**config.mk**
```make
export PLATFORM = sky130hd
export DESIGN_NAME = tpwm2_timer
export DESIGN_NICKNAME = d
export VERILOG_FILES = /design/src/tpwm2_timer.v
export VERILOG_INCLUDE_DIRS = /design/src
export SDC_FILE = /design/constraint.sdc
export NUM_CORES = 1
export LEC_CHECK = 0
export BUFFER_PORTS_ARGS = -buffer_cell sky130_fd_sc_hd__clkbuf_2
export CAP_MARGIN = 20
export CORE_MARGIN = 10
export CORE_UTILIZATION = 50
export DETAILED_ROUTE_END_ITERATION = 10
export PLACE_DENSITY = 0.71
export SYNTH_ARGS = -nofsm -noshare
export SYNTH_HDL_FRONTEND = slang
export SYNTH_SLANG_ARGS = --single-unit
```
**constraint.sdc**
```tcl
create_clock -name aclk -period 2.7 [get_ports aclk]
set_input_delay 0.54 -clock aclk [delete_from_list [all_inputs] [get_ports aclk]]
set_output_delay 0.54 -clock aclk [all_outputs]
set_load 0.02 [all_outputs]
```
**src/tpwm2_defines.vh**
```
// register map, field positions, reset values and codes of the triggered pwm block
// assumes byte address = 4 * register index on a 32-bit axi4-lite bus
`ifndef TPWM2_DEFINES_VH
`define TPWM2_DEFINES_VH
// register indices, byte address is four times the index
`define TPWM2_IDX_MODE      10'h120
`define TPWM2_IDX_CTRL1     10'h121
`define TPWM2_IDX_CTRL2     10'h130
`define TPWM2_IDX_FILT      10'h131
`define TPWM2_IDX_PERIOD    10'h140
`define TPWM2_IDX_CHANGE    10'h141
`define TPWM2_IDX_WAIT      10'h142
`define TPWM2_IDX_NEXT      10'h143
`define TPWM2_IDX_COUNT     10'h144
`define TPWM2_IDX_STATUS    10'h145
// mode register fields
`define TPWM2_MODE_LO       0
`define TPWM2_MODE_HI       1
`define TPWM2_START_BIT     2
`define TPWM2_BUFC_BIT      3
`define TPWM2_BUFD_BIT      4
// timer mode codes
`define TPWM2_MD_COMPARE    2'h0
`define TPWM2_MD_PWM        2'h1
`define TPWM2_MD_TRIGGERED_PWM_MODE       2'h2
`define TPWM2_MD_CAPTURE    2'h3
// control one fields
`define TPWM2_TOB_BIT       1
`define TPWM2_CSRC_LO       4
`define TPWM2_CSRC_HI       6
`define TPWM2_COUNTER_CLEAR_SEL_BIT      7
// control two fields
`define TPWM2_POLARITY_OUT_B_BIT      0
`define TPWM2_POLARITY_OUT_D_BIT      2
`define TPWM2_STOP_ON_PERIOD_MATCH_BIT      5
`define TPWM2_EDGE_LO       6
`define TPWM2_EDGE_HI       7
`define TPWM2_CTRL2_FILL    2'h3
// filter select fields
`define TPWM2_FEN_HI        4
`define TPWM2_FCK_LO        6
`define TPWM2_FCK_HI        7
// trigger edge codes
`define TPWM2_EDGE_OFF      2'h0
`define TPWM2_EDGE_RISE     2'h1
`define TPWM2_EDGE_FALL     2'h2
// filter clock codes
`define TPWM2_FCK_F32       2'h0
`define TPWM2_FCK_F8        2'h1
`define TPWM2_FCK_F1        2'h2
// count source codes
`define TPWM2_CS_F2         3'h1
`define TPWM2_CS_F4         3'h2
`define TPWM2_CS_F8         3'h3
`define TPWM2_CS_F32        3'h4
`define TPWM2_CS_EXT        3'h5
// reset values
`define TPWM2_RST8          8'h00
`define TPWM2_RST16         16'h0000
// filter samples that must agree
`define TPWM2_FILT_LEN      3
// axi responses
`define TPWM2_OKAY          2'h0
`define TPWM2_SLVERR        2'h2
`endif

```
**src/tpwm2_timer.v**
```verilog
// triggered pwm timer: counter, compares, input filters, axi4-lite registers
// assumes inputs synchronous to aclk; pins are resolved by the surroundings
// Function
// - polarity bits set active level, plain pwm
// - control two bits 3 and 4 read one
// - stop bit halts count on period match
// - stop bit only in compare, pwm, triggered_pwm_mode
// - edge field: off, rising, falling, both
// - trigger edge honoured only in triggered_pwm_mode
// - filter enable bits route input through filter
// - channel filters apply to input capture
// - trigger filter only when triggered_pwm_mode trigger on
// - filter clock: f32, f8, f1, count source
// - filter register bit 5 reads zero
// - period compare sets period, out on b
// - change point compare sets level change
// - wait compare sets delay before pulse
// - buffered next change loads change point
// - unbuffered next change unused in triggered_pwm_mode
// - level select b sets idle and active
// - clear select clears counter on period
`timescale 1ns/100ps
`include "tpwm2_defines.vh"
module tpwm2_timer (
    // clock and reset
    input  wire        aclk,
    input  wire        aresetn,
    // axi4-lite write
    input  wire [11:0] s_axi_awaddr,
    input  wire        s_axi_awvalid,
    output wire        s_axi_awready,
    input  wire [31:0] s_axi_wdata,
    input  wire [3:0]  s_axi_wstrb,
    input  wire        s_axi_wvalid,
    output wire        s_axi_wready,
    output reg  [1:0]  s_axi_bresp,
    output reg         s_axi_bvalid,
    input  wire        s_axi_bready,
    // axi4-lite read
    input  wire [11:0] s_axi_araddr,
    input  wire        s_axi_arvalid,
    output wire        s_axi_arready,
    output reg  [31:0] s_axi_rdata,
    output reg  [1:0]  s_axi_rresp,
    output reg         s_axi_rvalid,
    input  wire        s_axi_rready,
    // pins
    input  wire [3:0]  timer_pin_in,
    input  wire        external_trigger_pin,
    input  wire        ext_count_clk,
    output reg  [2:0]  timer_pin_bcd_out,
    output reg  [2:0]  timer_pin_bcd_oe
);
    reg  [7:0]  mode_reg;
    reg  [7:0]  timer_control_one_reg;
    reg  [7:0]  triggered_pwm_mode_control_two_reg;
    reg  [7:0]  input_filter_select_reg;
    reg  [15:0] period_compare_reg;
    reg  [15:0] change_point_compare_reg;
    reg  [15:0] wait_time_compare_reg;
    reg  [15:0] next_change_buffer_reg;
    reg  [15:0] main_counter_reg;
    reg  [4:0]  prescale_reg;
    reg         ext_clk_prev_reg;
    reg         halted_reg;
    reg         trig_seen_reg;
    reg         trig_prev_reg;
    reg         aw_held_reg;
    reg  [9:0]  aw_idx_reg;
    reg         w_held_reg;
    reg  [31:0] w_data_reg;
    reg  [3:0]  w_strb_reg;
    reg  [15:0] cnt_next;
    reg  [31:0] rd_word;
    reg         rd_hit;
    wire [4:0]  pin_raw;
    wire [4:0]  pin_eff;
    wire [4:0]  filt_on;
    wire [1:0]  mode_sel;
    wire [1:0]  edge_sel;
    wire        trig_on;
    wire        stop_eff;
    wire        count_tick;
    wire        filt_tick;
    wire        run;
    wire        trig_edge;
    wire        period_hit;
    wire        wr_go;
    wire        wr_hit;
    wire [9:0]  ar_idx;

    // prescaler tick for a count source code, shared by counter and filters
    function prescale_tick;
        input [2:0] code;
        input [4:0] pre;
        begin
            case (code)
                `TPWM2_CS_F2:  prescale_tick = pre[0];
                `TPWM2_CS_F4:  prescale_tick = &pre[1:0];
                `TPWM2_CS_F8:  prescale_tick = &pre[2:0];
                `TPWM2_CS_F32: prescale_tick = &pre;
                default:       prescale_tick = 1'b1;
            endcase
        end
    endfunction

    // merge a byte-laned write into a register of up to 16 bits
    function [15:0] lane_merge;
        input [15:0] old;
        input [31:0] data;
        input [3:0]  strb;
        begin
            lane_merge[7:0]  = strb[0] ? data[7:0] : old[7:0];
            lane_merge[15:8] = strb[1] ? data[15:8] : old[15:8];
        end
    endfunction

    assign mode_sel = mode_reg[`TPWM2_MODE_HI:`TPWM2_MODE_LO];
    assign edge_sel = triggered_pwm_mode_control_two_reg[`TPWM2_EDGE_HI:`TPWM2_EDGE_LO];
    assign trig_on  = (mode_sel == `TPWM2_MD_TRIGGERED_PWM_MODE) && (edge_sel != `TPWM2_EDGE_OFF);
    assign stop_eff = triggered_pwm_mode_control_two_reg[`TPWM2_STOP_ON_PERIOD_MATCH_BIT] && (mode_sel != `TPWM2_MD_CAPTURE);

    // external count clock is taken on its rising edge, f2 to f32 from the prescaler, other codes tick every cycle
    assign count_tick = (timer_control_one_reg[`TPWM2_CSRC_HI:`TPWM2_CSRC_LO] == `TPWM2_CS_EXT) ?
                        (ext_count_clk && !ext_clk_prev_reg) :
                        prescale_tick(timer_control_one_reg[`TPWM2_CSRC_HI:`TPWM2_CSRC_LO], prescale_reg);

    // filter sampling clock
    assign filt_tick = (input_filter_select_reg[`TPWM2_FCK_HI:`TPWM2_FCK_LO] == `TPWM2_FCK_F32) ?
                       prescale_tick(`TPWM2_CS_F32, prescale_reg) :
                       (input_filter_select_reg[`TPWM2_FCK_HI:`TPWM2_FCK_LO] == `TPWM2_FCK_F8) ?
                       prescale_tick(`TPWM2_CS_F8, prescale_reg) :
                       (input_filter_select_reg[`TPWM2_FCK_HI:`TPWM2_FCK_LO] == `TPWM2_FCK_F1) ?
                       1'b1 : count_tick;

    assign pin_raw = {external_trigger_pin, timer_pin_in};
    assign filt_on[3:0] = (mode_sel == `TPWM2_MD_CAPTURE) ? input_filter_select_reg[3:0] : 4'h0;
    assign filt_on[4]   = trig_on && input_filter_select_reg[`TPWM2_FEN_HI];

    genvar gi;
    generate
        for (gi = 0; gi < 5; gi = gi + 1) begin : g_filt
            reg [`TPWM2_FILT_LEN-1:0] samp_reg;
            reg                       lvl_reg;
            always @(posedge aclk) begin
                if (!aresetn) begin
                    samp_reg <= {`TPWM2_FILT_LEN{1'b0}};
                    lvl_reg  <= 1'b0;
                end else if (filt_tick) begin
                    samp_reg <= {samp_reg[`TPWM2_FILT_LEN-2:0], pin_raw[gi]};
                    // a level passes only once every sample agrees
                    if (&samp_reg)
                        lvl_reg <= 1'b1;
                    else if (~|samp_reg)
                        lvl_reg <= 1'b0;
                end
            end
            assign pin_eff[gi] = filt_on[gi] ? lvl_reg : pin_raw[gi];
        end
    endgenerate

    // trigger edge detect
    assign trig_edge = trig_on &&
                       (((edge_sel[0]) && pin_eff[4] && !trig_prev_reg) ||
                        ((edge_sel[1]) && !pin_eff[4] && trig_prev_reg));

    assign run        = mode_reg[`TPWM2_START_BIT] && !halted_reg && (!trig_on || trig_seen_reg);
    assign period_hit = run && count_tick && (main_counter_reg == period_compare_reg);

    // axi4-lite handshakes: address and data may arrive in either order
    assign s_axi_awready = !aw_held_reg && !s_axi_bvalid;
    assign s_axi_wready  = !w_held_reg && !s_axi_bvalid;
    assign s_axi_arready = !s_axi_rvalid;
    assign wr_go  = aw_held_reg && w_held_reg && !s_axi_bvalid;
    assign wr_hit = (aw_idx_reg == `TPWM2_IDX_MODE) || (aw_idx_reg == `TPWM2_IDX_CTRL1) ||
                    (aw_idx_reg == `TPWM2_IDX_CTRL2) || (aw_idx_reg == `TPWM2_IDX_FILT) ||
                    ((aw_idx_reg >= `TPWM2_IDX_PERIOD) && (aw_idx_reg <= `TPWM2_IDX_COUNT));
    assign ar_idx = s_axi_araddr[11:2];

    always @* begin
        cnt_next = main_counter_reg;
        if (trig_edge)
            cnt_next = `TPWM2_RST16;
        else if (run && count_tick) begin
            if (period_hit && timer_control_one_reg[`TPWM2_COUNTER_CLEAR_SEL_BIT])
                cnt_next = `TPWM2_RST16;
            else
                cnt_next = main_counter_reg + 16'h0001;
        end
    end

    always @* begin
        rd_word = 32'h0000_0000;
        rd_hit  = 1'b1;
        if (ar_idx == `TPWM2_IDX_MODE)
            rd_word[7:0] = mode_reg;
        else if (ar_idx == `TPWM2_IDX_CTRL1)
            rd_word[7:0] = timer_control_one_reg;
        else if (ar_idx == `TPWM2_IDX_CTRL2)
            rd_word[7:0] = {triggered_pwm_mode_control_two_reg[7:5], `TPWM2_CTRL2_FILL, triggered_pwm_mode_control_two_reg[2:0]};
        else if (ar_idx == `TPWM2_IDX_FILT)
            rd_word[7:0] = {input_filter_select_reg[7:6], 1'b0, input_filter_select_reg[4:0]};
        else if (ar_idx == `TPWM2_IDX_PERIOD)
            rd_word[15:0] = period_compare_reg;
        else if (ar_idx == `TPWM2_IDX_CHANGE)
            rd_word[15:0] = change_point_compare_reg;
        else if (ar_idx == `TPWM2_IDX_WAIT)
            rd_word[15:0] = wait_time_compare_reg;
        else if (ar_idx == `TPWM2_IDX_NEXT)
            rd_word[15:0] = next_change_buffer_reg;
        else if (ar_idx == `TPWM2_IDX_COUNT)
            rd_word[15:0] = main_counter_reg;
        else if (ar_idx == `TPWM2_IDX_STATUS)
            rd_word[7:0] = {run, halted_reg, 1'b0, pin_eff};
        else
            rd_hit = 1'b0;
    end

    // bus slave
    always @(posedge aclk) begin
        if (!aresetn) begin
            aw_held_reg  <= 1'b0;
            aw_idx_reg   <= 10'h000;
            w_held_reg   <= 1'b0;
            w_data_reg   <= 32'h0000_0000;
            w_strb_reg   <= 4'h0;
            s_axi_bvalid <= 1'b0;
            s_axi_bresp  <= `TPWM2_OKAY;
            s_axi_rvalid <= 1'b0;
            s_axi_rresp  <= `TPWM2_OKAY;
            s_axi_rdata  <= 32'h0000_0000;
        end else begin
            if (s_axi_awvalid && s_axi_awready) begin
                aw_held_reg <= 1'b1;
                aw_idx_reg  <= s_axi_awaddr[11:2];
            end
            if (s_axi_wvalid && s_axi_wready) begin
                w_held_reg <= 1'b1;
                w_data_reg <= s_axi_wdata;
                w_strb_reg <= s_axi_wstrb;
            end
            if (wr_go) begin
                aw_held_reg  <= 1'b0;
                w_held_reg   <= 1'b0;
                s_axi_bvalid <= 1'b1;
                s_axi_bresp  <= wr_hit ? `TPWM2_OKAY : `TPWM2_SLVERR;
            end else if (s_axi_bready)
                s_axi_bvalid <= 1'b0;
            if (s_axi_arvalid && s_axi_arready) begin
                s_axi_rvalid <= 1'b1;
                s_axi_rdata  <= rd_word;
                s_axi_rresp  <= rd_hit ? `TPWM2_OKAY : `TPWM2_SLVERR;
            end else if (s_axi_rready)
                s_axi_rvalid <= 1'b0;
        end
    end

    // registers, counter and waveform
    always @(posedge aclk) begin
        if (!aresetn) begin
            mode_reg                 <= `TPWM2_RST8;
            timer_control_one_reg    <= `TPWM2_RST8;
            triggered_pwm_mode_control_two_reg     <= `TPWM2_RST8;
            input_filter_select_reg  <= `TPWM2_RST8;
            period_compare_reg       <= `TPWM2_RST16;
            change_point_compare_reg <= `TPWM2_RST16;
            wait_time_compare_reg    <= `TPWM2_RST16;
            next_change_buffer_reg   <= `TPWM2_RST16;
            main_counter_reg         <= `TPWM2_RST16;
            prescale_reg             <= 5'h00;
            ext_clk_prev_reg         <= 1'b0;
            halted_reg               <= 1'b0;
            trig_seen_reg            <= 1'b0;
            trig_prev_reg            <= 1'b0;
            timer_pin_bcd_out        <= 3'h0;
            timer_pin_bcd_oe         <= 3'h0;
        end else begin
            prescale_reg     <= prescale_reg + 5'h01;
            ext_clk_prev_reg <= ext_count_clk;
            trig_prev_reg    <= pin_eff[4];
            main_counter_reg <= cnt_next;
            if (period_hit && stop_eff) begin
                halted_reg    <= 1'b1;
                trig_seen_reg <= 1'b0;
            end else if (trig_edge || !mode_reg[`TPWM2_START_BIT]) begin
                halted_reg    <= 1'b0;
                trig_seen_reg <= trig_edge;
            end
            // buffered change point moves in at period end
            if (period_hit && mode_reg[`TPWM2_BUFD_BIT] && (mode_sel == `TPWM2_MD_TRIGGERED_PWM_MODE))
                change_point_compare_reg <= next_change_buffer_reg;
            if (mode_sel == `TPWM2_MD_TRIGGERED_PWM_MODE) begin
                // only pin b carries the wave; the buffer alone is ignored
                timer_pin_bcd_oe <= 3'h1;
                if (!mode_reg[`TPWM2_START_BIT] || trig_edge)
                    timer_pin_bcd_out[0] <= timer_control_one_reg[`TPWM2_TOB_BIT];
                else if (run && count_tick && (main_counter_reg == change_point_compare_reg))
                    timer_pin_bcd_out[0] <= timer_control_one_reg[`TPWM2_TOB_BIT];
                else if (run && count_tick && (main_counter_reg == wait_time_compare_reg))
                    timer_pin_bcd_out[0] <= !timer_control_one_reg[`TPWM2_TOB_BIT];
                timer_pin_bcd_out[2:1] <= 2'h0;
            end else if (mode_sel == `TPWM2_MD_PWM) begin
                timer_pin_bcd_oe  <= 3'h7;
                // active while below the channel compare, level from polarity
                timer_pin_bcd_out <= ~(triggered_pwm_mode_control_two_reg[`TPWM2_POLARITY_OUT_D_BIT:`TPWM2_POLARITY_OUT_B_BIT] ^
                                     {(main_counter_reg < next_change_buffer_reg),
                                      (main_counter_reg < wait_time_compare_reg),
                                      (main_counter_reg < change_point_compare_reg)});
            end else begin
                timer_pin_bcd_oe  <= 3'h0;
                timer_pin_bcd_out <= 3'h0;
            end
            if (wr_go) begin
                if (aw_idx_reg == `TPWM2_IDX_MODE && w_strb_reg[0])
                    mode_reg <= w_data_reg[7:0];
                else if (aw_idx_reg == `TPWM2_IDX_CTRL1 && w_strb_reg[0])
                    timer_control_one_reg <= w_data_reg[7:0];
                else if (aw_idx_reg == `TPWM2_IDX_CTRL2 && w_strb_reg[0])
                    triggered_pwm_mode_control_two_reg <= {w_data_reg[7:5], 2'h0, w_data_reg[2:0]};
                else if (aw_idx_reg == `TPWM2_IDX_FILT && w_strb_reg[0])
                    input_filter_select_reg <= {w_data_reg[7:6], 1'b0, w_data_reg[4:0]};
                else if (aw_idx_reg == `TPWM2_IDX_PERIOD)
                    period_compare_reg <= lane_merge(period_compare_reg, w_data_reg, w_strb_reg);
                else if (aw_idx_reg == `TPWM2_IDX_CHANGE)
                    change_point_compare_reg <= lane_merge(change_point_compare_reg, w_data_reg, w_strb_reg);
                else if (aw_idx_reg == `TPWM2_IDX_WAIT)
                    wait_time_compare_reg <= lane_merge(wait_time_compare_reg, w_data_reg, w_strb_reg);
                else if (aw_idx_reg == `TPWM2_IDX_NEXT)
                    next_change_buffer_reg <= lane_merge(next_change_buffer_reg, w_data_reg, w_strb_reg);
                else if (aw_idx_reg == `TPWM2_IDX_COUNT)
                    main_counter_reg <= lane_merge(main_counter_reg, w_data_reg, w_strb_reg);
            end
        end
    end
endmodule

```
==> results of run 1 <==
kinds of logic (layout without fill, tap and decap cells):
group           count (synthesis)  after routing
flops                         193            193
other cells                     1             18
xor+xnor                       23             23
fa+ha+maj                      54             54
compound gates                327            327
simple gates                  423            423
buf+inv                       161            233
mux                            97             97
cells in the mapped netlist (3+ instances only):
| library cell | count |
|---|---|
| a211o_1 | 7 |
| a211oi_1 | 14 |
| a21o_1 | 13 |
| a21oi_1 | 124 |
| a221oi_1 | 4 |
| a22oi_1 | 19 |
| a311oi_1 | 3 |
| a31oi_1 | 13 |
| and2_1 | 10 |
| and3_1 | 13 |
| buf_2 | 13 |
| buf_4 | 22 |
| clkbuf_1 | 57 |
| dfxtp_1 | 193 |
| ha_1 | 54 |
| inv_1 | 65 |
| mux2i_1 | 94 |
| nand2_1 | 121 |
| nand2b_1 | 4 |
| nand3_1 | 33 |
| nand3b_1 | 7 |
| nand4_1 | 14 |
| nor2_1 | 147 |
| nor2_2 | 3 |
| nor2b_1 | 10 |
| nor3_1 | 16 |
| nor3b_2 | 3 |
| nor4_1 | 17 |
| o211a_1 | 3 |
| o211ai_1 | 4 |
| o21a_1 | 8 |
| o21ai_0 | 49 |
| o21ai_1 | 5 |
| o221ai_1 | 16 |
| o22a_1 | 6 |
| o22ai_1 | 22 |
| or2_2 | 4 |
| xnor2_1 | 4 |
| xor2_1 | 19 |
per-stage QoR:
step / worst slack, ns / total power, mW / instance area, um^2
after floorplan: 0.304 / 3.28 / 10600
after global placement: 0.135 / 3.41 / 11300
after detailed placement: 0.110 / 3.42 / 11300
after CTS: 0.0765 / 5.96 / 11900
after global routing: 0.0113 / 6.13 / 11900
final: 0.166 / 5.94 / 11900
layout by cell type, fill, tap and decap left out, drive strengths merged, types with 14 or more instances in the layout:
cell,synthesis,layout
o21ai,54,54
nand3,33,33
inv,65,75
mux2i,95,95
nand2,123,123
o221ai,16,16
nand4,14,14
ha,54,54
nor2,150,150
clkbuf,57,96
nor3,17,17
a211oi,15,15
dfxtp,193,193
o22ai,22,22
a21oi,125,125
a22oi,19,19
conb,1,18
nor4,21,21
xor2,19,19
buf,39,57
final cells by class:
| cell class | count | area, um^2 | share of cell area (%) |
|---|---|---|---|
| Clock buffer | 17 | 425 | 3.56 |
| Clock inverter | 15 | 179 | 1.50 |
| Inverter | 65 | 246 | 2.07 |
| Multi-Input combinational cell | 942 | 6030 | 50.5 |
| Sequential cell | 193 | 3860 | 32.4 |
| Tap cell | 275 | 344 | 2.88 |
| Timing Repair Buffer | 136 | 848 | 7.11 |
layer usage:
layer	track usage, %	share of wire [%]
met2	38.9	47
met5	0	0
met4	9.94	3.5
met3	3.47	7.2
met1	30.9	42
what timing repair did:
item                                    in CTS  in global routing
endpoints found under the hold margin        0                  0
gates resized for setup                      0                  4
endpoints found under the setup margin       0                 17
final timing paths:
check             startpoint                            to  slack (ns)  cells after the start
max          prescale_reg[0]  change_point_compare_reg[13]        0.17                     11
max reg2reg  prescale_reg[0]  change_point_compare_reg[13]        0.17                     11
min             s_axi_rready                  s_axi_rvalid        0.27                      2
min reg2reg   s_axi_rdata[8]                s_axi_rdata[8]        0.45                      2
power groups by stage:
stage / Sequential [mW] / Combinational (mW) / Clock (mW)
after CTS: 2.97 / 0.387 / 2.61
after detailed placement: 3.03 / 0.386 / 0
after floorplan: 2.99 / 0.289 / 0
after global placement: 3.03 / 0.380 / 0
after global routing: 2.97 / 0.430 / 2.72
final: 2.97 / 0.390 / 2.58
==> reports/qor.yml, run 1 <==
route:
  vias_per_cell: 5.96
  num_vias: 9789
  drt_wl_total_mm: 32.7
  drc: 0
  dr.pass1.iters: 5
  dr.first_iter.drc_count: 1009
  wl_per_cell_um: 19.9
  antenna_left: 0
synthesis:
  yosys.area.top_type: "dfxtp_1"
  synthesis.area_um2: 10500
  ys_seq_area_share_pct: 36.7
  synth-edff-count: 0
  synth_top_area_share_pct: 36.7
  synth_mux_area_share_pct: 9.32
  synth_area_leaders: "dfxtp_1, mux2i_1, ha_1"
  synth_top_family_by_area: "compound AO/OA/AOI/OAI gates"
  ys.flop_type: "dfxtp_1"
  syn_inst: 1279
  synth_compound_area_share_pct: 19.6
  synthDistinctLibCells: 72
  synthAdderAreaFrac_pct: 6.42
  synth_seq_cells: 193
  ys_warn_count: 0
  async_flop_share_pct: 0
  synth.avg_cell_area_um2: 8.23
  synth-simple-area-share_pct: 19.2
  synth_xor_area_share_pct: 1.91
critical_path:
  slowest_delay_ns: 0.49
  required_ns: 3.07
  cp-end-kind: "flop"
  critPathMaxFanout: 8
  slowest_stage: "and4b_1"
  cp_top_family: "simple AND/OR/NAND/NOR gates"
  crit_arrival_ns: 2.90
  start_kind: "flop"
  cpMostUsedCell: "ha_1"
  crit_chain: "ha_1 > and3_1 > ha_1 > nand2b_1 > a221oi_1 > o22a_2 > nor3_2 > and4b_1 > a21oi_2 > buf_4 > a21oi_1"
  critPathKind: "reg -> reg"
  path_buf_inv: 1
placement:
  gp_congestion: 0.968
  place_inst: 1611
  dpl.hpwl_mm: 24.0
  portBuffers: 79
die:
  die_width_um: 165
  fp.dieH_um: 165
  io-pin-count: 120
  row_count: 53
  start_util_pct: 50.4
  die_area_um2: 27300
  core_um2: 20900
pwr:
  peakVddDrop_mv: 0.386
  power_density_nw_per_um2: 498
  seqPwrFrac_pct: 49.9
  comb_power_share_pct: 6.6
  cellLeakagePower_nw: 4.89
  p_clk_share_pct: 43.5
  p_int_mw: 4.27
  p_sw_mw: 1.67
  switching_share_pct: 28.1
final_layout:
  nFillCells: 1951
  layout.cells.non_filler: 1643
  n_antenna_cell: 0
  fin_util_pct: 57.1
  syn2layout_area_growth_pct: 13.3
  fin_nets: 1482
  drive_gt1_share_pct: 14.8
timing:
  slew_headroom_pct: 44.7
  setup_viol: 0
  rsz0062_at_grt: "false"
  whs_ns: 0.267
  totalNegativeSetupSlack_ns: 0
  fmax_mhz: 395
  final-hold-violation-count: 0
  tightest_slew_ns: 0.823
  fin_crit_sh_pct: 93.9
  slew_viol_final: 0
  finalCriticalPeriod_ns: 2.53
  finalClockSkew_ns: 0.0115
global_route:
  grt_pass1_wl_mm: 51.1
  grt_overflow: 0
  grt_max_degree: 156
  grt_pass1_vias: 9249
  grtUsageTotal_pct: 23.8
  antenna_found_initial: 0
cts:
  cts_buffers: 17
  clockBufferDepth: 2
  cts_root_buf: "clkbuf_16"
  post_cts_buffers: 0
  cts.clk_slew.worst_paths_ns: 0.08
  postCtsHoldBufs: 0
  worstSkewPairLatency_ns: 0.45
  cts.sinks: 193
  htree_num_levels: 4
  cts_tree: "built"
worst_hold_path:
  min_path_type: "in -> reg"
run:
  maxCapViolations: 0
run_status:
  outcome: "finished clean"
No activity file was read; power rests on OpenSTA's default activity.
==> run 2: changes to the inputs <==
BUFFER_PORTS_ARGS = -buffer_cell sky130_fd_sc_hd__buf_2   (was -buffer_cell sky130_fd_sc_hd__clkbuf_2)
==> run 2 against run 1 <==
Non-clock buffer count grew 1. Final area up 0.20%. Sequential power about the same. Critical path depth up 1. Wire length down 0.21%. Worst setup slack got worse by 0.059 ns. Count of clock-buffer cells in the layout is the same. Total power increased by 0.13%. Sequential share of layout area decreased by 0.064 points. Flip-flop and latch count unchanged. Critical path type unchanged. Critical endpoint is now main_counter_reg[0]. Largest power group unchanged.
==> reports/qor.yml, run 2 (synthesized netlist as in run 1, its figures left out) <==
run:
  maxCapViolations: 0  # unchanged
final_layout:
  fin_util_pct: 57.2  # was 57.1%
  n_antenna_cell: 0  # unchanged
  fin_nets: 1483  # was 1482
  syn2layout_area_growth_pct: 13.6  # was 13.3%
  layout_common_cells: "dfxtp_1, nor2_1, a21oi_1, nand2_1, mux2i_1"  # unchanged
  drive_gt1_share_pct: 14.5  # was 14.8%
  final_common_cell: "dfxtp_1"  # unchanged
timing:
  tightest_slew_ns: 0.759  # was 0.823 ns
  fin_crit_sh_pct: 96.1  # was 93.9%
  finalClockSkew_ns: 0.00812  # was 0.0115 ns
  final-hold-violation-count: 0  # unchanged
  setup_viol: 0  # unchanged
  rsz0062_at_grt: "false"  # unchanged
  slew_viol_final: 0  # unchanged
  whs_ns: 0.266  # was 0.267 ns
  slew_headroom_pct: 49.1  # was 44.7%
  finalCriticalPeriod_ns: 2.59  # was 2.53 ns
  totalNegativeSetupSlack_ns: 0  # unchanged
  fmax_mhz: 386  # was 395 MHz
  setup_ws_ns: 0.106  # was 0.166 ns
route:
  num_vias: 9780  # was 9789
  drc: 0  # unchanged
  drt_wl_total_mm: 32.6  # was 32.7 mm
  dr.first_iter.drc_count: 934  # was 1009
  antenna_left: 0  # unchanged
  wl_per_cell_um: 19.8  # was 19.9 um
  vias_per_cell: 5.95  # was 5.96
  dr.pass1.iters: 5  # unchanged
critical_path:
  reg2reg_setup_slack_ns: 0.11  # was 0.17 ns
  cp-end-kind: "flop"  # unchanged
  required_ns: 3.04  # was 3.07 ns
  crit_arrival_ns: 2.93  # was 2.90 ns
  path_buf_inv: 2  # was 1
  critPathKind: "reg -> reg"  # unchanged
  critPathMaxFanout: 7  # was 8
  slowest_delay_ns: 0.49  # about the same
  crit_chain: "ha_1 > and3_1 > ha_1 > nand2b_1 > a221oi_1 > o22a_1 > buf_4 > nor4b_2 > or2_1 > buf_4 > a21oi_1 > o221a_2"  # was ha_1 > and3_1 > ha_1 > nand2b_1 > a221oi_1 > o22a_2 > nor3_2 > and4b_1 > a21oi_2 > buf_4 > a21oi_1
  timing.rr.end: "main_counter_reg[0]"  # was change_point_compare_reg[13]
  r2r_cells: 12  # was 11
  r2r_start: "prescale_reg[0]"  # unchanged
  slowest_stage: "nor4b_2"  # was and4b_1
  cp_top_family: "simple AND/OR/NAND/NOR gates"  # unchanged
  start_kind: "flop"  # unchanged
pwr:
  cellLeakagePower_nw: 4.91  # was 4.89 nW
  p_clk_share_pct: 43.5  # about the same
  p_int_mw: 4.28  # was 4.27 mW
  seqPwrFrac_pct: 49.9  # about the same
  switching_share_pct: 28.2  # was 28.1%
  power_mw: 5.95  # was 5.94 mW
  peakVddDrop_mv: 0.545  # was 0.386 mV
  comb_power_share_pct: 6.6  # about the same
  power_density_nw_per_um2: 498  # about the same
  p_sw_mw: 1.68  # was 1.67 mW
cts:
  htree_num_levels: 4  # unchanged
  clockBufferDepth: 2  # unchanged
  postCtsHoldBufs: 0  # unchanged
  cts.sinks: 193  # unchanged
  cts_tree: "built"  # unchanged
  cts.clk_slew.worst_paths_ns: 0.08  # about the same
  cts_root_buf: "clkbuf_16"  # unchanged
  cts_buffers: 17  # unchanged
  worstSkewPairLatency_ns: 0.45  # about the same
placement:
  portBuffers: 79  # unchanged
  place_ws_ns: 0.0918  # was 0.110 ns
  gp_congestion: 0.994  # was 0.968
  dpl.hpwl_mm: 24.0  # about the same
die:
  start_util_pct: 50.4  # unchanged
  row_count: 53  # unchanged
  die_area_um2: 27300  # unchanged
  fp.dieH_um: 165  # unchanged
  io-pin-count: 120  # unchanged
  core_um2: 20900  # unchanged
  die_width_um: 165  # unchanged
run_status:
  outcome: "finished clean"  # unchanged
worst_hold_path:
  hold_end: "s_axi_rvalid"  # unchanged
  holdPathStages: 2  # unchanged
  min_path_type: "in -> reg"  # unchanged
  hold_start: "s_axi_rready"  # unchanged
global_route:
  grt_max_degree: 156  # unchanged
  grtUsageTotal_pct: 23.7  # was 23.8%
  grt_pass1_vias: 9287  # was 9249
  grt_overflow: 0  # unchanged
  antenna_found_initial: 0  # unchanged
  grt_pass1_wl_mm: 50.5  # was 51.1 mm
-- run 2: cell count changes in the layout (fill, tap and decap cells not counted), moves of 2 or more --
cell,previous run,this run
clkbuf_2,79,0
clkinv_8,4,6
clkinv_4,1,4
inv_6,5,1
buf_2,0,79
-- run 2: area by class of cell --
| cell class | instances | area, um^2 |
|---|---|---|
| Multi-Input combinational cell | 942 | 6010 |
| Clock inverter | 15 | 191 |
| Clock buffer | 17 | 425 |
| Inverter | 65 | 246 |
| Fill cell | 1954 | 8930 |
| Timing Repair Buffer | 137 | 872 |
| Tap cell | 275 | 344 |
| Sequential cell | 193 | 3860 |
-- run 2: through the flow --
| step | std cells | cell area (um^2) |
|---|---|---|
| after floorplan | 1296 | 10600 |
| after global placement | 1611 | 11300 |
| after detailed placement | 1611 | 11300 |
| after CTS | 1643 | 11900 |
| after global routing | 1644 | 12000 |
| final | 1644 | 12000 |
-- run 2: layer usage --
layer,vias to the layer above,global-route usage (%),share of wire [%]
met5,-,0,0
met4,0,13.5,5.2
met3,99,4.78,7.4
met2,399,37.2,46
met1,4593,29.8,41
li1,4689,-,-
-- run 2: power groups by stage --
stage          logic [mW]  registers [mW]  clock network, mW
6_report            0.393            2.97               2.59
5_1_grt             0.432            2.97               2.75
4_1_cts             0.389            2.96               2.62
3_5_place_dp        0.388            3.03                  0
3_3_place_gp        0.384            3.03                  0
2_1_floorplan       0.289            2.99                  0
-- run 2: worst max-delay path by stage --
| stage | to | depth (start not counted) | startpoint |
|---|---|---|---|
| after floorplan | g_filt[0].samp_reg[2] | 12 | prescale_reg[0] |
| after global placement | g_filt[0].lvl_reg | 12 | prescale_reg[0] |
| after detailed placement | g_filt[2].samp_reg[0] | 12 | prescale_reg[0] |
| after CTS | g_filt[2].samp_reg[0] | 12 | prescale_reg[0] |
| after global routing | main_counter_reg[9] | 12 | prescale_reg[0] |
| final | main_counter_reg[0] | 12 | prescale_reg[0] |
-- run 2: worst register-to-register path, stage by stage, from the launching register on --
cell      delay, ns
dfxtp_1        0.34
ha_1           0.16
and3_1         0.16
ha_1           0.16
nand2b_1       0.10
a221oi_1       0.07
o22a_1         0.20
buf_4          0.15
nor4b_2        0.49
or2_1          0.19
buf_4          0.16
a21oi_1        0.06
o221a_2        0.25
-- run 2: what timing repair did --
item                                    in CTS  in global routing
endpoints found under the setup margin       0                 26
gates resized for setup                      0                  1
setup buffers                                0                  1
==> run 3: changes to the inputs <==
BUFFER_PORTS_ARGS = default   (was -buffer_cell sky130_fd_sc_hd__buf_2)
DONT_BUFFER_PORTS = 1   (was default)
PLACE_DENSITY = 0.66   (was 0.71)
==> run 3 against run 2 <==
Clock power about the same. Global-route usage increased by 0.062 points. Combinational power decreased by 24%. Clock skew increased by 0.0037 ns. Sequential power about the same. Sequential share of layout area increased by 1.2 points. First-iteration DRC count increased by 16%. Critical endpoint is now change_point_compare_reg[11].
==> reports/qor.yml, run 3 (synthesized netlist as in run 1, its figures left out) <==
run_status:
  outcome: "finished clean"  # unchanged
timing:
  setup_viol: 0  # unchanged
  slew_headroom_pct: 44.3  # was 49.1%
  totalNegativeSetupSlack_ns: 0  # unchanged
  fin_crit_sh_pct: 93.7  # was 96.1%
  tightest_slew_ns: 0.836  # was 0.759 ns
  finalClockSkew_ns: 0.0119  # was 0.00812 ns
  final-hold-violation-count: 0  # unchanged
  finalCriticalPeriod_ns: 2.53  # was 2.59 ns
  fmax_mhz: 395  # was 386 MHz
  setup_ws_ns: 0.170  # was 0.106 ns
  rsz0062_at_grt: "false"  # unchanged
  slew_viol_final: 0  # unchanged
final_layout:
  fin_util_pct: 55.2  # was 57.2%
  final_common_cell: "dfxtp_1"  # unchanged
  n_antenna_cell: 0  # unchanged
  layout_common_cells: "dfxtp_1, nor2_1, a21oi_1, nand2_1, mux2i_1"  # unchanged
  syn2layout_area_growth_pct: 9.50  # was 13.6%
  layout.cells.non_filler: 1559  # was 1644
  drive_gt1_share_pct: 9.11  # was 14.5%
  fin_nets: 1398  # was 1483
die:
  io-pin-count: 120  # unchanged
  die_area_um2: 27300  # unchanged
  row_count: 53  # unchanged
  core_um2: 20900  # unchanged
  fp.dieH_um: 165  # unchanged
  die_width_um: 165  # unchanged
  start_util_pct: 50.4  # unchanged
critical_path:
  critPathKind: "reg -> reg"  # unchanged
  cp-end-kind: "flop"  # unchanged
  required_ns: 3.07  # was 3.04 ns
  r2r_cells: 11  # was 12
  crit_arrival_ns: 2.90  # was 2.93 ns
  critPathMaxFanout: 8  # was 7
  start_kind: "flop"  # unchanged
cts:
  cts_tree: "built"  # unchanged
  postCtsHoldBufs: 0  # unchanged
  worstSkewPairLatency_ns: 0.45  # about the same
  cts_buffers: 17  # unchanged
  cts_root_buf: "clkbuf_16"  # unchanged
  cts.sinks: 193  # unchanged
  htree_num_levels: 4  # unchanged
  clockBufferDepth: 2  # unchanged
  cts.clk_slew.worst_paths_ns: 0.08  # about the same
route:
  drc: 0  # unchanged
  dr.pass1.iters: 6  # was 5
  drt_wl_total_mm: 32.6  # about the same
  wl_per_cell_um: 20.9  # was 19.8 um
  num_vias: 9428  # was 9780
  vias_per_cell: 6.05  # was 5.95
  antenna_left: 0  # unchanged
  dr.first_iter.drc_count: 1079  # was 934
pwr:
  p_int_mw: 4.24  # was 4.28 mW
  p_sw_mw: 1.61  # was 1.68 mW
  power_density_nw_per_um2: 507  # was 498 nW/um^2
  p_clk_share_pct: 44.0  # was 43.5%
  cellLeakagePower_nw: 4.54  # was 4.91 nW
  comb_power_share_pct: 5.1  # was 6.6%
  power_mw: 5.85  # was 5.95 mW
  seqPwrFrac_pct: 50.9  # was 49.9%
  switching_share_pct: 27.6  # was 28.2%
  peakVddDrop_mv: 0.326  # was 0.545 mV
global_route:
  grt_overflow: 0  # unchanged
  antenna_found_initial: 0  # unchanged
  grtUsageTotal_pct: 23.8  # was 23.7%
  grt_pass1_vias: 8914  # was 9287
  grt_max_degree: 156  # unchanged
  grt_pass1_wl_mm: 50.5  # about the same
placement:
  place_ws_ns: 0.0182  # was 0.0918 ns
  dpl.hpwl_mm: 23.8  # was 24.0 mm
  place_inst: 1527  # was 1611
  portBuffers: 0  # was 79
  gp_congestion: 0.963  # was 0.994
run:
  maxCapViolations: 0  # unchanged
worst_hold_path:
  holdPathStages: 1  # was 2
  min_path_type: "in -> reg"  # unchanged
[run 3: cell types whose count changed in the layout (fill, tap and decap cells not counted), sizes merged]
cell | before | now
buf | 137 | 52
clkinv | 10 | 9
inv | 70 | 71
[run 3: final cells by class]
class | instances | area, um^2
timing repair buffer | 52 | 440
clock buffer | 17 | 425
clock inverter | 15 | 188
sequential | 193 | 3860
multi-input combinational | 942 | 6020
inverter | 65 | 246
fill | 1965 | 9360
tap | 275 | 344
[run 3: stage by stage]
stage / area [um^2] / hold WS, ns
6_report: 11500 / 0.192
3_3_place_gp: 10900 / 0.441
4_1_cts: 11500 / 0.180
3_5_place_dp: 10900 / 0.452
2_1_floorplan: 10600 / 0.430
5_1_grt: 11500 / 0.173
[run 3: metal layers]
| layer | share of wire, % | track usage (%) |
|---|---|---|
| met5 | 0 | 0 |
| met4 | 3.9 | 9.86 |
| met3 | 7.0 | 4.81 |
| met2 | 46 | 37.8 |
| met1 | 43 | 30.8 |
[run 3: power groups by stage]
stage / combinational [mW] / clock [mW] / sequential [mW]
after floorplan: 0.289 / 0 / 2.99
after global placement: 0.294 / 0 / 3.04
after detailed placement: 0.296 / 0 / 3.04
after CTS: 0.297 / 2.62 / 2.98
after global routing: 0.334 / 2.73 / 2.98
final: 0.299 / 2.57 / 2.98
[run 3: critical path: stages, from the launching register on]
cell and delay [ns]:
dfxtp_1 0.34, ha_1 0.17, and3_1 0.16, ha_1 0.18, nand2b_1 0.11, a221oi_1 0.07
o22a_2 0.29, nor3_2 0.29, and4b_1 0.47, a21oi_2 0.05, buf_4 0.18, a21oi_1 0.15
[run 3: path summary, 6_finish.rpt]
path,end,slack (ns),from
setup reg to reg,change_point_compare_reg[11],0.17,prescale_reg[1]
hold / removal,s_axi_rvalid,0.19,s_axi_rready
hold reg to reg,aw_idx_reg[8],0.46,aw_idx_reg[8]
setup / recovery,change_point_compare_reg[11],0.17,prescale_reg[1]
[run 3: what timing repair did]
item | in CTS | in global routing
hold endpoints to repair | 0 | 0
endpoints found under the setup margin | 2 | 12
resized for setup | 1 | 2
pin swaps | 0 | 0
buffers inserted | 0 | 0
